**config.mk**
```make
export PLATFORM = sky130hd
export DESIGN_NAME = pixel_port_control
export DESIGN_NICKNAME = d
export VERILOG_FILES = /design/src/design/pixel_port_pkg.sv /design/src/design/pixel_port_control.sv
export SDC_FILE = /design/constraint.sdc
export NUM_CORES = 1
export LEC_CHECK = 0
export BUFFER_PORTS_ARGS = -buffer_cell sky130_fd_sc_hd__buf_2
export CORE_MARGIN = 2
export CORE_UTILIZATION = 60
export CTS_CLUSTER_SIZE = 40
export DETAILED_ROUTE_END_ITERATION = 10
export PLACE_DENSITY = 0.82
export REMOVE_ABC_BUFFERS = 1
export SETUP_SLACK_MARGIN = 0.05
export SYNTH_ARGS = -nofsm -noshare
export SYNTH_HDL_FRONTEND = slang
export SYNTH_SLANG_ARGS = --single-unit
```
**constraint.sdc**
```tcl
create_clock -name aclk -period 7.77 [get_ports aclk]
set_input_delay 0.777 -clock aclk [delete_from_list [all_inputs] [get_ports aclk]]
set_output_delay 0.777 -clock aclk [all_outputs]
set_load 0.05 [all_outputs]
```
**src/design/pixel_port_pkg.sv**
```systemverilog
// Package with constants, register map and carrier types of the pixel port control block.
package pixel_port_pkg;

  // ****************************************************************
  // Register indices; the byte address is four times the index.
  // ****************************************************************
  localparam logic [7:0] IDX_SYNC_CFG = 8'h0F;
  localparam logic [7:0] IDX_CONTROL = 8'h10;
  localparam logic [7:0] IDX_PHASE = 8'h11;
  localparam logic [7:0] IDX_PERIOD = 8'h12;
  localparam logic [7:0] IDX_CLAMP_DLY = 8'h13;
  localparam logic [7:0] IDX_CLAMP_DUR = 8'h14;
  localparam logic [7:0] IDX_LSYNC_WID = 8'h15;
  localparam logic [7:0] IDX_STATUS = 8'h16;

  // ****************************************************************
  // Field positions.
  // ****************************************************************
  localparam int POS_SYNC_POL = 7;
  localparam int POS_DUAL = 0;
  localparam int POS_PAR = 1;
  localparam int POS_EXT_CLAMP = 2;
  localparam int POS_CLAMP_SENSE = 3;
  localparam int POS_EXT_CLK = 4;
  localparam int POS_HOLD_SENSE = 5;
  localparam int POS_SLICER_SEL = 6;
  localparam int POS_LSYNC_POL = 7;

  // ****************************************************************
  // Values after reset, minimum period and sizes.
  // ****************************************************************
  localparam logic RST_SYNC_POL = 1'b0;
  localparam logic [7:0] RST_CONTROL = 8'h20;
  localparam logic [2:0] RST_PHASE = 3'h0;
  localparam logic [7:0] RST_PERIOD = 8'h04;
  localparam logic [7:0] RST_CLAMP_DLY = 8'h04;
  localparam logic [7:0] RST_CLAMP_DUR = 8'h08;
  localparam logic [7:0] RST_LSYNC_WID = 8'h08;
  localparam logic [7:0] MIN_PERIOD = 8'h02;
  localparam int PHASE_STEPS = 8;
  localparam int PIN_COUNT = 6;

  // ****************************************************************
  // Bus answers.
  // ****************************************************************
  localparam logic [1:0] RESP_OKAY = 2'h0;
  localparam logic [1:0] RESP_SLVERR = 2'h2;

  typedef struct packed {
    logic [7:0] red;
    logic [7:0] green;
    logic [7:0] blue;
  } pixel_t;

  typedef struct packed {
    logic hsync;
    logic clamp;
    logic holdover;
    logic ext_clock;
    logic invert;
    logic green_sync;
  } pins_t;

  typedef enum logic [1:0] {
    CLAMP_IDLE = 2'b00,
    CLAMP_DELAY = 2'b01,
    CLAMP_HOLD = 2'b10
  } clamp_state_t;

endpackage

```
**src/design/pixel_port_control.sv**
```systemverilog
// Pixel port control: sync edge, clamp window, clock choice and output port formatting.
`timescale 1ns/100ps
// Notes on behaviour
// - Leading edge of horizontal sync times generator and line sync; trailing edge starts the internal clamp window.
// - Horizontal sync sense is bit 7 of register index 0Fh.
// - Sense 0 makes the falling edge active, sense 1 the rising edge.
// - External clamp pin is honoured only when its enable is 1; enable resets 0.
// - Clamp disabled externally: window counted as delay then duration from trailing edge.
// - A clamp sense bit selects the active level of the clamp pin.
// - During holdover the clock generator stops resyncing and keeps frequency and phase.
// - Holdover sense bit selects the active level; it resets to 1.
// - External clock select 1 uses the external clock pin; all else works as usual.
// - Phase adjustment still applies with the external clock.
// - Invert input moves the sampling point by half a pixel period.
// - Each colour port is eight bits wide with bit 7 most significant.
// - Single port mode: every pixel on port A, port B released.
// - Parallel dual mode: two pixels on A and B together every second pixel.
// - Interleaved dual mode: pixels alternate ports, one port updated per pixel.
// - In dual modes the first pixel after sync goes to A, then B, alternating.
// - Fixed latency; phase shifts data, strobe and line sync together.
// - Complementary strobe pair comes from the pixel sampling tick.
// - Strobe runs at pixel rate single, half pixel rate in dual modes.
// - Line sync output copies the leading edge, with set polarity and width.
// - Slicer output selects green sync comparator or delayed raw horizontal sync.
module pixel_port_control (
  // Clock and reset
  input wire logic aclk,
  input wire logic aresetn,
  // AXI4-Lite register bus
  input wire logic [11:0] s_axi_awaddr,
  input wire logic s_axi_awvalid,
  output logic s_axi_awready,
  input wire logic [31:0] s_axi_wdata,
  input wire logic [3:0] s_axi_wstrb,
  input wire logic s_axi_wvalid,
  output logic s_axi_wready,
  output logic [1:0] s_axi_bresp,
  output logic s_axi_bvalid,
  input wire logic s_axi_bready,
  input wire logic [11:0] s_axi_araddr,
  input wire logic s_axi_arvalid,
  output logic s_axi_arready,
  output logic [31:0] s_axi_rdata,
  output logic [1:0] s_axi_rresp,
  output logic s_axi_rvalid,
  input wire logic s_axi_rready,
  // Device pins, asynchronous to aclk
  input wire pixel_port_pkg::pins_t pins_in,
  // Converted pixel from the converters, on aclk
  input wire pixel_port_pkg::pixel_t pixel_in,
  // Output ports and strobes
  output pixel_port_pkg::pixel_t port_a,
  output pixel_port_pkg::pixel_t port_b,
  output logic port_b_oe,
  output logic output_strobe_clock,
  output logic output_strobe_clock_n,
  output logic line_sync_output,
  output logic green_sync_slicer_output,
  // Analog front end control
  output logic sample_strobe,
  output logic clamp_window
);
  import pixel_port_pkg::*;

  // ****************************************************************
  // Registers and the bus slave.
  // ****************************************************************
  logic sync_pol_q;
  logic [7:0] control_q;
  logic [2:0] phase_q;
  logic [7:0] period_q;
  logic [7:0] clamp_dly_q;
  logic [7:0] clamp_dur_q;
  logic [7:0] lsync_wid_q;
  logic aw_full_q, w_full_q;
  logic [11:0] awaddr_q;
  logic [31:0] wdata_q;
  logic [3:0] wstrb_q;
  logic [31:0] status_word;

  function automatic logic [7:0] reg_index(input logic [11:0] addr);
    reg_index = addr[9:2];
  endfunction

  function automatic logic mapped(input logic [11:0] addr);
    logic [7:0] idx;
    idx = reg_index(addr);
    mapped = (addr[1:0] == 2'h0) && (addr[11:10] == 2'h0) && (idx >= IDX_SYNC_CFG) && (idx <= IDX_STATUS);
  endfunction

  assign s_axi_awready = !aw_full_q && !s_axi_bvalid;
  assign s_axi_wready = !w_full_q && !s_axi_bvalid;
  assign s_axi_arready = !s_axi_rvalid;

  always_ff @(posedge aclk) begin
    if (!aresetn) begin
      aw_full_q <= 1'b0;
      w_full_q <= 1'b0;
      awaddr_q <= 12'h000;
      wdata_q <= 32'h0000_0000;
      wstrb_q <= 4'h0;
    end else if (aw_full_q && w_full_q) begin
      aw_full_q <= 1'b0;
      w_full_q <= 1'b0;
    end else begin
      if (s_axi_awvalid && s_axi_awready) begin
        aw_full_q <= 1'b1;
        awaddr_q <= s_axi_awaddr;
      end
      if (s_axi_wvalid && s_axi_wready) begin
        w_full_q <= 1'b1;
        wdata_q <= s_axi_wdata;
        wstrb_q <= s_axi_wstrb;
      end
    end
  end

  // Only the low byte lane holds register bits; other lanes are ignored.
  always_ff @(posedge aclk) begin
    if (!aresetn) begin
      sync_pol_q <= RST_SYNC_POL;
      control_q <= RST_CONTROL;
      phase_q <= RST_PHASE;
      period_q <= RST_PERIOD;
      clamp_dly_q <= RST_CLAMP_DLY;
      clamp_dur_q <= RST_CLAMP_DUR;
      lsync_wid_q <= RST_LSYNC_WID;
    end else if (aw_full_q && w_full_q && wstrb_q[0] && mapped(awaddr_q)) begin
      unique case (reg_index(awaddr_q))
        IDX_SYNC_CFG: sync_pol_q <= wdata_q[POS_SYNC_POL];
        IDX_CONTROL: control_q <= wdata_q[7:0];
        IDX_PHASE: phase_q <= wdata_q[2:0];
        IDX_PERIOD: period_q <= (wdata_q[7:0] < MIN_PERIOD) ? MIN_PERIOD : wdata_q[7:0];
        IDX_CLAMP_DLY: clamp_dly_q <= wdata_q[7:0];
        IDX_CLAMP_DUR: clamp_dur_q <= wdata_q[7:0];
        IDX_LSYNC_WID: lsync_wid_q <= wdata_q[7:0];
        default: ;
      endcase
    end
  end

  always_ff @(posedge aclk) begin
    if (!aresetn) begin
      s_axi_bvalid <= 1'b0;
      s_axi_bresp <= RESP_OKAY;
    end else if (aw_full_q && w_full_q) begin
      s_axi_bvalid <= 1'b1;
      s_axi_bresp <= mapped(awaddr_q) ? RESP_OKAY : RESP_SLVERR;
    end else if (s_axi_bready) begin
      s_axi_bvalid <= 1'b0;
    end
  end

  always_ff @(posedge aclk) begin
    if (!aresetn) begin
      s_axi_rvalid <= 1'b0;
      s_axi_rdata <= 32'h0000_0000;
      s_axi_rresp <= RESP_OKAY;
    end else if (s_axi_arvalid && s_axi_arready) begin
      s_axi_rvalid <= 1'b1;
      s_axi_rresp <= mapped(s_axi_araddr) ? RESP_OKAY : RESP_SLVERR;
      s_axi_rdata <= 32'h0000_0000;
      if (mapped(s_axi_araddr)) begin
        unique case (reg_index(s_axi_araddr))
          IDX_SYNC_CFG: s_axi_rdata <= {24'h00_0000, sync_pol_q, 7'h00};
          IDX_CONTROL: s_axi_rdata <= {24'h00_0000, control_q};
          IDX_PHASE: s_axi_rdata <= {29'h0000_0000, phase_q};
          IDX_PERIOD: s_axi_rdata <= {24'h00_0000, period_q};
          IDX_CLAMP_DLY: s_axi_rdata <= {24'h00_0000, clamp_dly_q};
          IDX_CLAMP_DUR: s_axi_rdata <= {24'h00_0000, clamp_dur_q};
          IDX_LSYNC_WID: s_axi_rdata <= {24'h00_0000, lsync_wid_q};
          IDX_STATUS: s_axi_rdata <= status_word;
          default: ;
        endcase
      end
    end else if (s_axi_rready) begin
      s_axi_rvalid <= 1'b0;
    end
  end

  logic dual, par, ext_clamp_en, clamp_sense, ext_sel, hold_sense, slicer_sel, lsync_pol;
  assign dual = control_q[POS_DUAL];
  assign par = control_q[POS_PAR];
  assign ext_clamp_en = control_q[POS_EXT_CLAMP];
  assign clamp_sense = control_q[POS_CLAMP_SENSE];
  assign ext_sel = control_q[POS_EXT_CLK];
  assign hold_sense = control_q[POS_HOLD_SENSE];
  assign slicer_sel = control_q[POS_SLICER_SEL];
  assign lsync_pol = control_q[POS_LSYNC_POL];

  // ****************************************************************
  // Pin synchronisers and edge detection.
  // ****************************************************************
  logic [PIN_COUNT-1:0] meta_q, sync_q;
  pins_t pin_s;
  logic hs_prev_q, ext_prev_q;

  generate
    for (genvar i = 0; i < PIN_COUNT; i++) begin : g_sync
      always_ff @(posedge aclk) begin
        if (!aresetn) begin
          meta_q[i] <= 1'b0;
          sync_q[i] <= 1'b0;
        end else begin
          meta_q[i] <= pins_in[i];
          sync_q[i] <= meta_q[i];
        end
      end
    end
  endgenerate
  assign pin_s = sync_q;

  always_ff @(posedge aclk) begin
    if (!aresetn) begin
      hs_prev_q <= 1'b0;
      ext_prev_q <= 1'b0;
    end else begin
      hs_prev_q <= pin_s.hsync;
      ext_prev_q <= pin_s.ext_clock;
    end
  end

  logic hs_rise, hs_fall, lead_edge, trail_edge, hold_act;
  assign hs_rise = pin_s.hsync && !hs_prev_q;
  assign hs_fall = !pin_s.hsync && hs_prev_q;
  assign lead_edge = sync_pol_q ? hs_rise : hs_fall;
  assign trail_edge = sync_pol_q ? hs_fall : hs_rise;
  assign hold_act = (pin_s.holdover == hold_sense);

  // ****************************************************************
  // Pixel tick: sync-tracking generator or external clock pin.
  // ****************************************************************
  logic [7:0] gen_cnt_q;
  logic gen_wrap, tick_int, tick_ext, raw_tick;
  assign gen_wrap = (gen_cnt_q >= period_q - 8'h01);

  always_ff @(posedge aclk) begin
    if (!aresetn) begin
      gen_cnt_q <= 8'h00;
    end else if (lead_edge && !hold_act) begin
      gen_cnt_q <= 8'h00;
    end else if (gen_wrap) begin
      gen_cnt_q <= 8'h00;
    end else begin
      gen_cnt_q <= gen_cnt_q + 8'h01;
    end
  end

  // Inversion picks the opposite half of the pixel period.
  assign tick_int = (gen_cnt_q == (pin_s.invert ? (period_q >> 1) : 8'h00));
  assign tick_ext = pin_s.invert ? (ext_prev_q && !pin_s.ext_clock) : (!ext_prev_q && pin_s.ext_clock);
  assign raw_tick = ext_sel ? tick_ext : tick_int;

  // One delay line carries tick and both sync edges so the phase moves them together.
  logic [2:0] dly_q [0:PHASE_STEPS-1];
  logic [2:0] dly_out;
  logic tick, lead_d, trail_d;

  always_ff @(posedge aclk) begin
    if (!aresetn) begin
      for (int k = 0; k < PHASE_STEPS; k++) begin
        dly_q[k] <= 3'h0;
      end
    end else begin
      dly_q[0] <= {raw_tick, lead_edge, trail_edge};
      for (int k = 1; k < PHASE_STEPS; k++) begin
        dly_q[k] <= dly_q[k-1];
      end
    end
  end

  assign dly_out = (phase_q == 3'h0) ? {raw_tick, lead_edge, trail_edge} : dly_q[phase_q - 3'h1];
  assign tick = dly_out[2];
  assign lead_d = dly_out[1];
  assign trail_d = dly_out[0];
  assign sample_strobe = tick;

  // ****************************************************************
  // Output port formatting.
  // ****************************************************************
  logic sel_b_q, first_b;
  pixel_t hold_q;
  assign first_b = lead_d ? 1'b0 : sel_b_q;
  assign port_b_oe = dual;

  always_ff @(posedge aclk) begin
    if (!aresetn) begin
      sel_b_q <= 1'b0;
    end else if (tick && dual) begin
      sel_b_q <= !first_b;
    end else if (lead_d) begin
      sel_b_q <= 1'b0;
    end
  end

  always_ff @(posedge aclk) begin
    if (!aresetn) begin
      port_a <= '0;
      port_b <= '0;
      hold_q <= '0;
    end else if (tick) begin
      if (!dual) begin
        port_a <= pixel_in;
      end else if (par) begin
        if (!first_b) begin
          hold_q <= pixel_in;
        end else begin
          port_a <= hold_q;
          port_b <= pixel_in;
        end
      end else if (!first_b) begin
        port_a <= pixel_in;
      end else begin
        port_b <= pixel_in;
      end
    end
  end

  // ****************************************************************
  // Output strobe pair and line sync.
  // ****************************************************************
  logic strobe_q;
  logic [7:0] strobe_cnt_q;
  logic [7:0] lsync_cnt_q;

  always_ff @(posedge aclk) begin
    if (!aresetn) begin
      strobe_q <= 1'b0;
      strobe_cnt_q <= 8'h00;
    end else if (dual) begin
      strobe_cnt_q <= 8'h00;
      if (tick) begin
        strobe_q <= !strobe_q;
      end
    end else if (tick) begin
      strobe_q <= 1'b1;
      strobe_cnt_q <= period_q >> 1;
    end else if (strobe_cnt_q > 8'h01) begin
      strobe_cnt_q <= strobe_cnt_q - 8'h01;
    end else begin
      strobe_cnt_q <= 8'h00;
      strobe_q <= 1'b0;
    end
  end
  assign output_strobe_clock = strobe_q;
  assign output_strobe_clock_n = !strobe_q;

  always_ff @(posedge aclk) begin
    if (!aresetn) begin
      lsync_cnt_q <= 8'h00;
    end else if (lead_d) begin
      lsync_cnt_q <= lsync_wid_q;
    end else if (tick && lsync_cnt_q != 8'h00) begin
      lsync_cnt_q <= lsync_cnt_q - 8'h01;
    end
  end
  assign line_sync_output = (lsync_cnt_q != 8'h00) ? lsync_pol : !lsync_pol;

  // ****************************************************************
  // Clamp window and slicer output.
  // ****************************************************************
  clamp_state_t clamp_state_q;
  logic [7:0] clamp_cnt_q;
  logic int_clamp;
  assign int_clamp = (clamp_state_q == CLAMP_HOLD);

  always_ff @(posedge aclk) begin
    if (!aresetn) begin
      clamp_state_q <= CLAMP_IDLE;
      clamp_cnt_q <= 8'h00;
    end else if (trail_d) begin
      clamp_state_q <= CLAMP_DELAY;
      clamp_cnt_q <= clamp_dly_q;
    end else if (tick) begin
      unique case (clamp_state_q)
        CLAMP_IDLE: ;
        CLAMP_DELAY: begin
          if (clamp_cnt_q == 8'h00) begin
            clamp_state_q <= (clamp_dur_q == 8'h00) ? CLAMP_IDLE : CLAMP_HOLD;
            clamp_cnt_q <= clamp_dur_q - 8'h01;
          end else begin
            clamp_cnt_q <= clamp_cnt_q - 8'h01;
          end
        end
        CLAMP_HOLD: begin
          if (clamp_cnt_q == 8'h00) begin
            clamp_state_q <= CLAMP_IDLE;
          end else begin
            clamp_cnt_q <= clamp_cnt_q - 8'h01;
          end
        end
        default: clamp_state_q <= CLAMP_IDLE;
      endcase
    end
  end

  always_ff @(posedge aclk) begin
    if (!aresetn) begin
      clamp_window <= 1'b0;
      green_sync_slicer_output <= 1'b0;
    end else begin
      clamp_window <= ext_clamp_en ? (pin_s.clamp == clamp_sense) : int_clamp;
      green_sync_slicer_output <= slicer_sel ? hs_prev_q : pin_s.green_sync;
    end
  end

  assign status_word = {24'h00_0000, 3'h0, sel_b_q, int_clamp, hold_act, pin_s.hsync, ext_sel};
endmodule

```
==> impl_metrics.csv, run 1 <==
group,metric,value,unit
yosys,synth.distinct_cells,75,
yosys,synth_top_area_share,42.2,%
critical_path,arrival,3.49,ns
grt,grt_pass1_vias,8501,
worst_hold_path,min_path_cells,1,
sta,rsz0062_at_grt,"false",
status,status,"finished clean",
power_and_ir_drop,peakVddDrop,0.000212,V
power_and_ir_drop,internal_power,0.00215,W
power_and_ir_drop,p_sw_share,33.5,%
yosys,yosysSeqAreaShare,42.2,%
grt,grt_overflow,0,
detailed_routing,wirelength,25600,um
detailed_routing,drtIter0Drc,590,
cells_and_area,fin_area,0.0122,mm2
yosys,synthArstFlopShare,0,%
power_and_ir_drop,p_switching,0.00108,W
clock_tree,hold_buffers,0,
clock_tree,cts_sinks,227,
clock_tree,cts_tree,"yes",
sta,setup_viol,0,
yosys,netlist_area,0.0108,mm2
floorplan,coreArea,0.0174,mm2
critical_path,ff2ff_path_depth,10,
clock_tree,cts_resized,0,
sta,finalHoldViolCount,0,
grt,antenna_found_initial,6,
worst_hold_path,min_path_type,"reg -> reg",
yosys,yosys-top-cells-count,"dfxtp_1 (227), nand2_1 (186), mux2i_1 (118), nor2_1 (87), a21oi_1 (69)",
yosys,synth_edf_count,0,
critical_path,ff2ff_setup_slack,3.89,ns
critical_path,start_kind,"flip-flop",
detailed_routing,viasPerCell,5.68,
cells_and_area,postLayoutCoreUtil,69.8,%
sta,setup_tns,0,ns
detailed_routing,remaining_drc_errors,0,
yosys,synth_area_per_cell,8.91,um2
detailed_routing,vias,8831,
floorplan,die_h,138,um
critical_path,worstSetupPathType,"reg -> out",
placed_design,hpwlAfterDp,17600,um
sta,finalMaxSlewViolations,0,
floorplan,rows,48,
sta,max_freq,0.234,GHz
floorplan,die_area,0.0190,mm2
job,drv_cap,0,
floorplan,start_util,61.8,%
yosys,synthTopCellsByArea,"dfxtp_1 (42%), mux2i_1 (11%), nand2_1 (6.5%)",
grt,grt_usage,27.0,%
power_and_ir_drop,total_power,0.00323,W
sta,max_slew_margin,9.72,%
sta,hold_slack,0.429,ns
power_and_ir_drop,p_leak,4.84,nW
yosys,synthFlopType,"dfxtp_1",
worst_hold_path,hp-start,"meta_q[4]$_SDFF_PN0_",
power_and_ir_drop,p_clk_share,33.9,%
clock_tree,postCtsSetupRepairBufs,0,
detailed_routing,ant_nets,0,
power_and_ir_drop,p_per_area,266,mW/mm2
cells_and_area,drive_gt1_share,16.8,%
floorplan,io_pins,193,
placed_design,place.gp.congestion,0.858,
sta,min_period,4.27,ns
floorplan,die_width,138,um
sta,tightest_slew,1.34,ns
sta,post-route-period-util,54.9,%
critical_path,crit_path_end_kind,"output pin",
yosys,yosys_register_bits,227,
yosys,yosysTopAreaCell,"dfxtp_1",
clock_tree,cts_root_buf,"clkbuf_16",
sta,fin_skew,0.0201,ns
clock_tree,htree_levels,1,
power_and_ir_drop,power_frac_seq,41.1,%
worst_hold_path,hold_end,"pin_s[4]$_SDFF_PN0_",
placed_design,dpl_cell_area,0.0114,mm2
placed_design,port_buffers,139,
clock_tree,clk_path_buf_depth,3,
clock_tree,clk_latency,0.52,ns
yosys,yosys_warnings,0,
critical_path,required,6.99,ns
grt,grt_max_degree,99,
yosys,synthCells,1209,
yosys,synth_most_common_cell,"dfxtp_1",
power_and_ir_drop,pwr-share-comb,25.0,%
detailed_routing,wl_per_cell,16.5,um
critical_path,critPathMaxFanout,28,
cells_and_area,finalNetCount,1426,
clock_tree,numCtsBuffers,24,
grt,grt_pass1_wl,41000,um
cells_and_area,area_delta_synth_final,12.9,%
clock_tree,clk_pin_slew_worst_paths,0.07,ns
critical_path,regToRegEndpoint,"port_b[2]$_SDFFE_PN0P_",
critical_path,r2r_start,"phase_q[0]$_SDFFE_PN0P_",
detailed_routing,firstDrtPassIters,5,
## metal layers
metal | track usage, % | vias up | share of wire (%)
met5 | 0 | - | 0.051
li1 | - | 4347 | -
met3 | 6.83 | 61 | 8.6
met1 | 34.4 | 4098 | 42
met2 | 44.7 | 323 | 46
met4 | 9.07 | 2 | 2.7
## power groups by stage
stage | Clock [W] | Combinational [W] | Sequential [W]
6_report | 0.00109 | 0.000806 | 0.00133
5_1_grt | 0.00115 | 0.000878 | 0.00134
4_1_cts | 0.00111 | 0.000803 | 0.00133
3_5_place_dp | 0 | 0.000800 | 0.00135
3_3_place_gp | 0 | 0.000782 | 0.00135
2_1_floorplan | 0 | 0.000504 | 0.00144
## through the flow
step,std cells,worst slack [ns]
2_1_floorplan,1135,4.06
3_3_place_gp,1507,4.09
3_5_place_dp,1507,3.94
4_1_cts,1551,3.49
5_1_grt,1554,3.36
6_report,1555,3.50
## sequential cells by signal, indices dropped and copies added, names as in the netlist, 2 cells and up
name	cells
dly_q	24
hold_q	24
port_a	24
port_b	24
awaddr_q	12
clamp_cnt_q	8
clamp_dly_q	8
clamp_dur_q	8
control_q	8
gen_cnt_q	8
lsync_cnt_q	8
lsync_wid_q	8
period_q	8
s_axi_rdata	8
strobe_cnt_q	8
wdata_q	8
meta_q	6
pin_s	6
phase_q	3
clamp_state_q	2
## worst max-delay path, cell delays in order, from the launching register on
cell and delay (ns):
dfxtp_1 0.54, inv_1 0.16, ha_1 0.46, mux4_2 0.39, o22a_1 0.20, nand3_4 0.32
inv_2 0.53, buf_2 0.36
## placed cells by master, fill, tap and decap left out, types with 6 or more instances in the layout
master / synthesis / final
a21oi_1: 69 / 69
buf_4: 28 / 9
clkinv_2: 0 / 7
nand4_1: 12 / 12
nor3_1: 12 / 12
nand2_1: 186 / 186
mux2i_1: 118 / 118
xor2_1: 8 / 8
nor4_1: 8 / 8
mux4_2: 9 / 9
xnor2_1: 21 / 21
nor2b_1: 13 / 13
a31oi_1: 12 / 12
nand3b_1: 6 / 6
inv_1: 20 / 19
o21ai_0: 46 / 46
conb_1: 1 / 26
and2_1: 44 / 44
mux2_2: 6 / 6
buf_2: 10 / 138
nand3_1: 26 / 26
o211ai_1: 31 / 31
dfxtp_1: 227 / 227
nor2_1: 87 / 87
or3_1: 15 / 15
nand2b_1: 35 / 35
clkbuf_16: 0 / 25
ha_1: 21 / 21
## cell families after synthesis
| group | count (synthesis) | synth area share, % |
|---|---|---|
| multiplexers | 134 | 13.7 |
| XOR/XNOR | 30 | 2.51 |
| AO/OA/AOI/OAI | 200 | 11.9 |
| adder cells (fa/ha/maj) | 21 | 2.44 |
| AND/OR/NAND/NOR | 476 | 21.7 |
| flip-flops | 227 | 42.2 |
| buffers and inverters | 120 | 5.55 |
| other | 1 | 0.0348 |
## how the worst max path moves through the flow
stage	start	endpoint	slack, ns	cells after the start
6_report	phase_q[0]$_SDFFE_PN0P_	sample_strobe	3.50	7
5_1_grt	phase_q[0]$_SDFFE_PN0P_	sample_strobe	3.36	7
4_1_cts	phase_q[0]$_SDFFE_PN0P_	sample_strobe	3.49	7
3_5_place_dp	phase_q[0]$_SDFFE_PN0P_	port_b[2]$_SDFFE_PN0P_	3.94	10
3_3_place_gp	phase_q[0]$_SDFFE_PN0P_	port_b[12]$_SDFFE_PN0P_	4.09	10
2_1_floorplan	phase_q[0]$_SDFFE_PN0P_	port_b[0]$_SDFFE_PN0P_	4.06	9
## cell type report
| type | count | area, um2 |
|---|---|---|
| Multi-Input combinational cell | 887 | 5720 |
| Clock buffer | 33 | 696 |
| Antenna cell | 4 | 10.0 |
| Timing Repair Buffer | 147 | 758 |
| Tap cell | 225 | 282 |
| Clock inverter | 11 | 68.8 |
| Fill cell | 1332 | 5260 |
| Inverter | 21 | 80.1 |
| Sequential cell | 227 | 4540 |
No activity file was read; power rests on OpenSTA's default activity.
==> run 2: changes to the inputs <==
--- a/config.mk
+++ b/config.mk
@@ -7,10 +7,10 @@
 export LEC_CHECK = 0
 export BUFFER_PORTS_ARGS = -buffer_cell sky130_fd_sc_hd__buf_2
 export CORE_MARGIN = 2
-export CORE_UTILIZATION = 60
+export CORE_UTILIZATION = 56
 export CTS_CLUSTER_SIZE = 40
 export DETAILED_ROUTE_END_ITERATION = 10
-export PLACE_DENSITY = 0.82
+export PLACE_DENSITY = 0.77
 export REMOVE_ABC_BUFFERS = 1
 export SETUP_SLACK_MARGIN = 0.05
 export SYNTH_ARGS = -nofsm -noshare
==> constraint.sdc (replaced) <==
create_clock -name aclk -period 4.2 [get_ports aclk]
set_input_delay 0.42 -clock aclk [delete_from_list [all_inputs] [get_ports aclk]]
set_output_delay 0.42 -clock aclk [all_outputs]
set_load 0.05 [all_outputs]
==> run 2 against run 1 <==
  * Total power is 91% higher
  * Critical path depth stayed put
  * Clock skew fell by 0.0059 ns
  * First-iteration DRC count shrank 6.3%
  * Sequential share of layout area is 0.32 points lower
  * Final cell count grew 0.51%
==> impl_metrics.csv, run 2 (same netlist as run 1, synthesis figures left out) <==
group,metric,value,unit
sta,max_freq,0.266,GHz
detailed_routing,highest_layer,"met5",
detailed_routing,viasPerCell,5.65,
critical_path,required,3.78,ns
detailed_routing,wirelength,25800,um
detailed_routing,remaining_drc_errors,0,
clock_tree,cts_tree,"yes",
detailed_routing,wl_per_cell,16.5,um
clock_tree,numCtsBuffers,24,
power_and_ir_drop,peakVddDrop,0.000346,V
clock_tree,cts_sinks,227,
clock_tree,hold_buffers,0,
sta,max_slew_margin,36.0,%
sta,setup_ws,0.446,ns
power_and_ir_drop,p_per_area,503,mW/mm2
job,drv_cap,0,
floorplan,coreArea,0.0188,mm2
clock_tree,clk_pin_slew_worst_paths,0.06,ns
clock_tree,clk_latency,0.52,ns
floorplan,die_h,143,um
power_and_ir_drop,p_leak,4.90,nW
placed_design,place.gp.congestion,0.837,
cells_and_area,drive_gt1_share,17.0,%
critical_path,path_buf_inv,3,
clock_tree,cts_resized,0,
floorplan,rows,50,
sta,setup_viol,0,
placed_design,port_buffers,139,
critical_path,arrival,3.33,ns
floorplan,io_pins,193,
worst_hold_path,min_path_type,"in -> reg",
critical_path,worstSetupPathType,"reg -> out",
detailed_routing,firstDrtPassIters,5,
floorplan,die_width,143,um
clock_tree,postCtsSetupRepairBufs,0,
placed_design,hpwlAfterDp,17400,um
detailed_routing,ant_nets,0,
grt,grt_usage,25.0,%
cells_and_area,fin_area,0.0123,mm2
critical_path,ff2ff_setup_slack,0.59,ns
sta,finalHoldViolCount,0,
grt,grt_pass1_wl,41600,um
cells_and_area,final_cell_mix,"dfxtp_1 (227), nand2_1 (185), buf_2 (138)",
sta,fin_skew,0.0142,ns
sta,min_period,3.75,ns
detailed_routing,vias,8834,
grt,grt_overflow,0,
cells_and_area,postLayoutCoreUtil,65.3,%
critical_path,critPathMaxFanout,28,
status,status,"finished clean",
placed_design,dpl_cell_area,0.0114,mm2
detailed_routing,wirelength_met1,11400,um
sta,hold_slack,0.0835,ns
floorplan,start_util,57.4,%
grt,grt_pass1_vias,8189,
critical_path,crit_path_end_kind,"output pin",
cells_and_area,area_delta_synth_final,13.9,%
placed_design,post-place-ws,0.615,ns
detailed_routing,met3_length,2100,um
clock_tree,clk_path_buf_depth,3,
detailed_routing,wl_met2,11600,um
clock_tree,htree_levels,1,
grt,antenna_found_initial,5,
sta,setup_tns,0,ns
sta,finalMaxSlewViolations,0,
clock_tree,cts_root_buf,"clkbuf_16",
grt,grt_max_degree,118,
sta,rsz0062_at_grt,"false",
sta,post-route-period-util,89.4,%
critical_path,cp_slowest_cell,"mux4_2",
cells_and_area,final_common_cell,"dfxtp_1",
critical_path,path_cells,"inv_1 -> ha_1 -> mux4_2 -> o22a_1 -> nand3_4 -> inv_2 -> buf_2",
critical_path,slowest_delay,0.56,ns
detailed_routing,drtIter0Drc,553,
cells_and_area,finalNetCount,1428,
sta,tightest_slew,0.960,ns
critical_path,critPathTopFamily,"buffers and inverters",
floorplan,die_area,0.0204,mm2
critical_path,start_kind,"flip-flop",
cells_and_area,fill_cells,1550,
run 2: cell types whose count changed in the layout (fill, tap and decap cells not counted), sizes merged:
| cell | delta |
|---|---|
| bufinv | +2 |
| clkinv | -3 |
| buf | +2 |
| diode | -1 |
| clkbuf | +2 |
| clkinvlp | -3 |
run 2: worst paths after layout:
kind                                                   to                     from  depth (start not counted)
worst max register to register    port_b[20]$_SDFFE_PN0P_  phase_q[0]$_SDFFE_PN0P_                         11
worst min-delay path            s_axi_rvalid$_SDFFE_PN0P_             s_axi_rready                          2
worst max-delay path                        sample_strobe  phase_q[0]$_SDFFE_PN0P_                          7
worst min register to register        pin_s[4]$_SDFF_PN0_     meta_q[4]$_SDFF_PN0_                          1
run 2: worst reg2reg max path, delay by kind of cell, from the launching register on:
kind,cells,cell delay (ns)
mux,2,0.85
buf+inv,3,0.75
fa+ha+maj,2,0.66
flops,1,0.53
simple gates,3,0.36
compound gates,1,0.32
run 2: area by class of cell:
cell class	instances	area (um2)	area share, %
diodes	3	7.51	0.0612
inverters	21	80.1	0.653
clock buffers	35	733	5.98
flip-flops and latches	227	4540	37.1
clock inverters	7	91.3	0.745
multi-input cells	887	5730	46.7
repair buffers	149	786	6.41
well taps	234	293	2.39
run 2: through the flow:
step	std cells	total power [W]
2_1_floorplan	1135	0.00360
3_3_place_gp	1518	0.00396
3_5_place_dp	1518	0.00399
4_1_cts	1560	0.00618
5_1_grt	1561	0.00644
6_report	1563	0.00616
run 2: report_power, final:
part / switching (W) / internal (W)
registers: 0.000139 / 0.00232
clock network: 0.000866 / 0.00133
logic: 0.00101 / 0.000504
total: 0.00201 / 0.00415
run 2: layer usage:
metal  GRT usage [%]  up-vias
met4            7.76        6
li1                -     4354
met5               0        -
met3            6.14       56
met1            34.0     4108
met2            39.4      310
==> run 3: changes to the inputs <==
--- a/config.mk
+++ b/config.mk
@@ -10,9 +10,10 @@
 export CORE_UTILIZATION = 56
 export CTS_CLUSTER_SIZE = 40
 export DETAILED_ROUTE_END_ITERATION = 10
+export MAX_ROUTING_LAYER = met4
 export PLACE_DENSITY = 0.77
 export REMOVE_ABC_BUFFERS = 1
-export SETUP_SLACK_MARGIN = 0.05
+export SETUP_SLACK_MARGIN = 0.2
 export SYNTH_ARGS = -nofsm -noshare
 export SYNTH_HDL_FRONTEND = slang
 export SYNTH_SLANG_ARGS = --single-unit
==> run 3 against run 2 <==
  * Via count is essentially flat
  * Critical endpoint unchanged
  * Routed wire length grew 0.50%
  * Largest power group unchanged
  * Fmax shrank 0.28%
  * Utilization is essentially flat
  * Register-to-register slack is essentially flat
  * First-iteration DRC count grew 5.4%
  * Combinational power is essentially flat
  * Clock power is essentially flat
==> impl_metrics.csv, run 3 (same netlist as run 1, synthesis figures left out) <==
group,metric,value,unit
clock_tree,hold_buffers,0,
status,status,"finished clean",
cells_and_area,postLayoutCoreUtil,65.4,%
worst_hold_path,min_path_cells,2,
power_and_ir_drop,total_power,0.00617,W
detailed_routing,ant_nets,0,
clock_tree,cts_tree,"yes",
sta,finalMaxSlewViolations,0,
floorplan,coreArea,0.0188,mm2
critical_path,worstSetupPathType,"reg -> out",
cells_and_area,drive_gt1_share,17.0,%
sta,rsz0062_at_grt,"false",
sta,setup_viol,0,
floorplan,io_pins,193,
critical_path,ff2ff_setup_slack,0.59,ns
placed_design,place_inst,1518,
detailed_routing,firstDrtPassIters,5,
sta,post-route-period-util,89.6,%
critical_path,start_kind,"flip-flop",
critical_path,ff2ff_path_depth,11,
power_and_ir_drop,p_leak,4.90,nW
worst_hold_path,hold_end,"s_axi_rvalid$_SDFFE_PN0P_",
sta,setup_tns,0,ns
worst_hold_path,hp-start,"s_axi_rready",
clock_tree,cts_resized,0,
grt,antenna_found_initial,5,
detailed_routing,remaining_drc_errors,0,
clock_tree,htree_levels,1,
power_and_ir_drop,p_per_area,503,mW/mm2
grt,grt_pass1_vias,8186,
critical_path,r2r_start,"phase_q[0]$_SDFFE_PN0P_",
clock_tree,clk_pin_slew_worst_paths,0.06,ns
clock_tree,cts_root_buf,"clkbuf_16",
cells_and_area,final_cell_mix,"dfxtp_1 (227), nand2_1 (185), buf_2 (138)",
sta,finalHoldViolCount,0,
worst_hold_path,min_path_type,"in -> reg",
power_and_ir_drop,peakVddDrop,0.000347,V
floorplan,die_width,143,um
detailed_routing,vias,8838,
floorplan,start_util,57.4,%
sta,min_period,3.77,ns
cells_and_area,final_common_cell,"dfxtp_1",
job,drv_cap,0,
clock_tree,cts_sinks,227,
clock_tree,clk_path_buf_depth,3,
floorplan,die_h,143,um
detailed_routing,drtIter0Drc,583,
sta,fin_skew,0.0126,ns
critical_path,critPathMaxFanout,28,
cells_and_area,final_cells,1566,
cells_and_area,fill_cells,1550,
cells_and_area,finalNetCount,1428,
detailed_routing,wirelength,25900,um
clock_tree,numCtsBuffers,24,
clock_tree,clk_latency,0.52,ns
detailed_routing,viasPerCell,5.64,
detailed_routing,wl_per_cell,16.5,um
floorplan,rows,50,
grt,grt_usage,25.7,%
placed_design,hpwlAfterDp,17400,um
sta,max_slew_margin,35.9,%
critical_path,regToRegEndpoint,"port_b[20]$_SDFFE_PN0P_",
clock_tree,postCtsSetupRepairBufs,0,
sta,max_freq,0.266,GHz
placed_design,port_buffers,139,
sta,tightest_slew,0.962,ns
critical_path,arrival,3.35,ns
placed_design,place.gp.congestion,0.850,
grt,grt_max_degree,118,
floorplan,die_area,0.0204,mm2
cells_and_area,area_delta_synth_final,14.0,%
critical_path,crit_path_end_kind,"output pin",
grt,grt_pass1_wl,41600,um
grt,grt_overflow,0,
critical_path,required,3.78,ns
-- run 3: how the worst max path moves through the flow --
stage / startpoint / endpoint / slack, ns / depth (start not counted)
after floorplan: phase_q[0]$_SDFFE_PN0P_ / port_b[0]$_SDFFE_PN0P_ / 0.49 / 9
after detailed placement: phase_q[0]$_SDFFE_PN0P_ / port_b[20]$_SDFFE_PN0P_ / 0.61 / 11
after global routing: phase_q[0]$_SDFFE_PN0P_ / sample_strobe / 0.25 / 7
after global placement: phase_q[0]$_SDFFE_PN0P_ / port_b[23]$_SDFFE_PN0P_ / 0.76 / 11
final: phase_q[0]$_SDFFE_PN0P_ / sample_strobe / 0.43 / 7
after CTS: phase_q[0]$_SDFFE_PN0P_ / sample_strobe / 0.41 / 7
-- run 3: worst max-delay path: stages (launching register included) --
cell,delay (ns)
dfxtp_1,0.53
inv_1,0.16
ha_1,0.52
mux4_2,0.56
o22a_1,0.26
nand3_4,0.27
inv_2,0.24
buf_2,0.28
-- run 3: where the power goes --
group	switching [W]	total (W)	leakage (nW)	internal, W
clock network	0.000868	0.00220	0.406	0.00133
logic	0.00101	0.00152	2.65	0.000504
registers	0.000139	0.00246	1.85	0.00232
-- run 3: per-layer routing --
layer / wire [um] / vias to the layer above / global-route usage (%)
met5: 0 / - / -
met4: 589 / 0 / 7.76
met3: 1970 / 44 / 5.90
met2: 11800 / 289 / 39.3
met1: 11600 / 4146 / 34.1
li1: - / 4359 / -
-- run 3: through the flow --
step	setup WS, ns	cell area, um2	hold slack, ns
floorplan	0.487	10300	0.412
global placement	0.758	11400	0.414
detailed placement	0.615	11400	0.420
CTS	0.408	12200	0.0702
global route	0.248	12300	0.0702
finish	0.435	12300	0.0853
-- run 3: area by class of cell --
type / count / area [um2] / area share (%)
clock inverter: 7 / 91.3 / 0.744
inverter: 21 / 80.1 / 0.653
clock buffer: 35 / 733 / 5.98
tap: 234 / 293 / 2.39
multi-input combinational: 887 / 5730 / 46.7
sequential: 227 / 4540 / 37.0
timing repair buffer: 149 / 786 / 6.40
antenna: 6 / 15.0 / 0.122
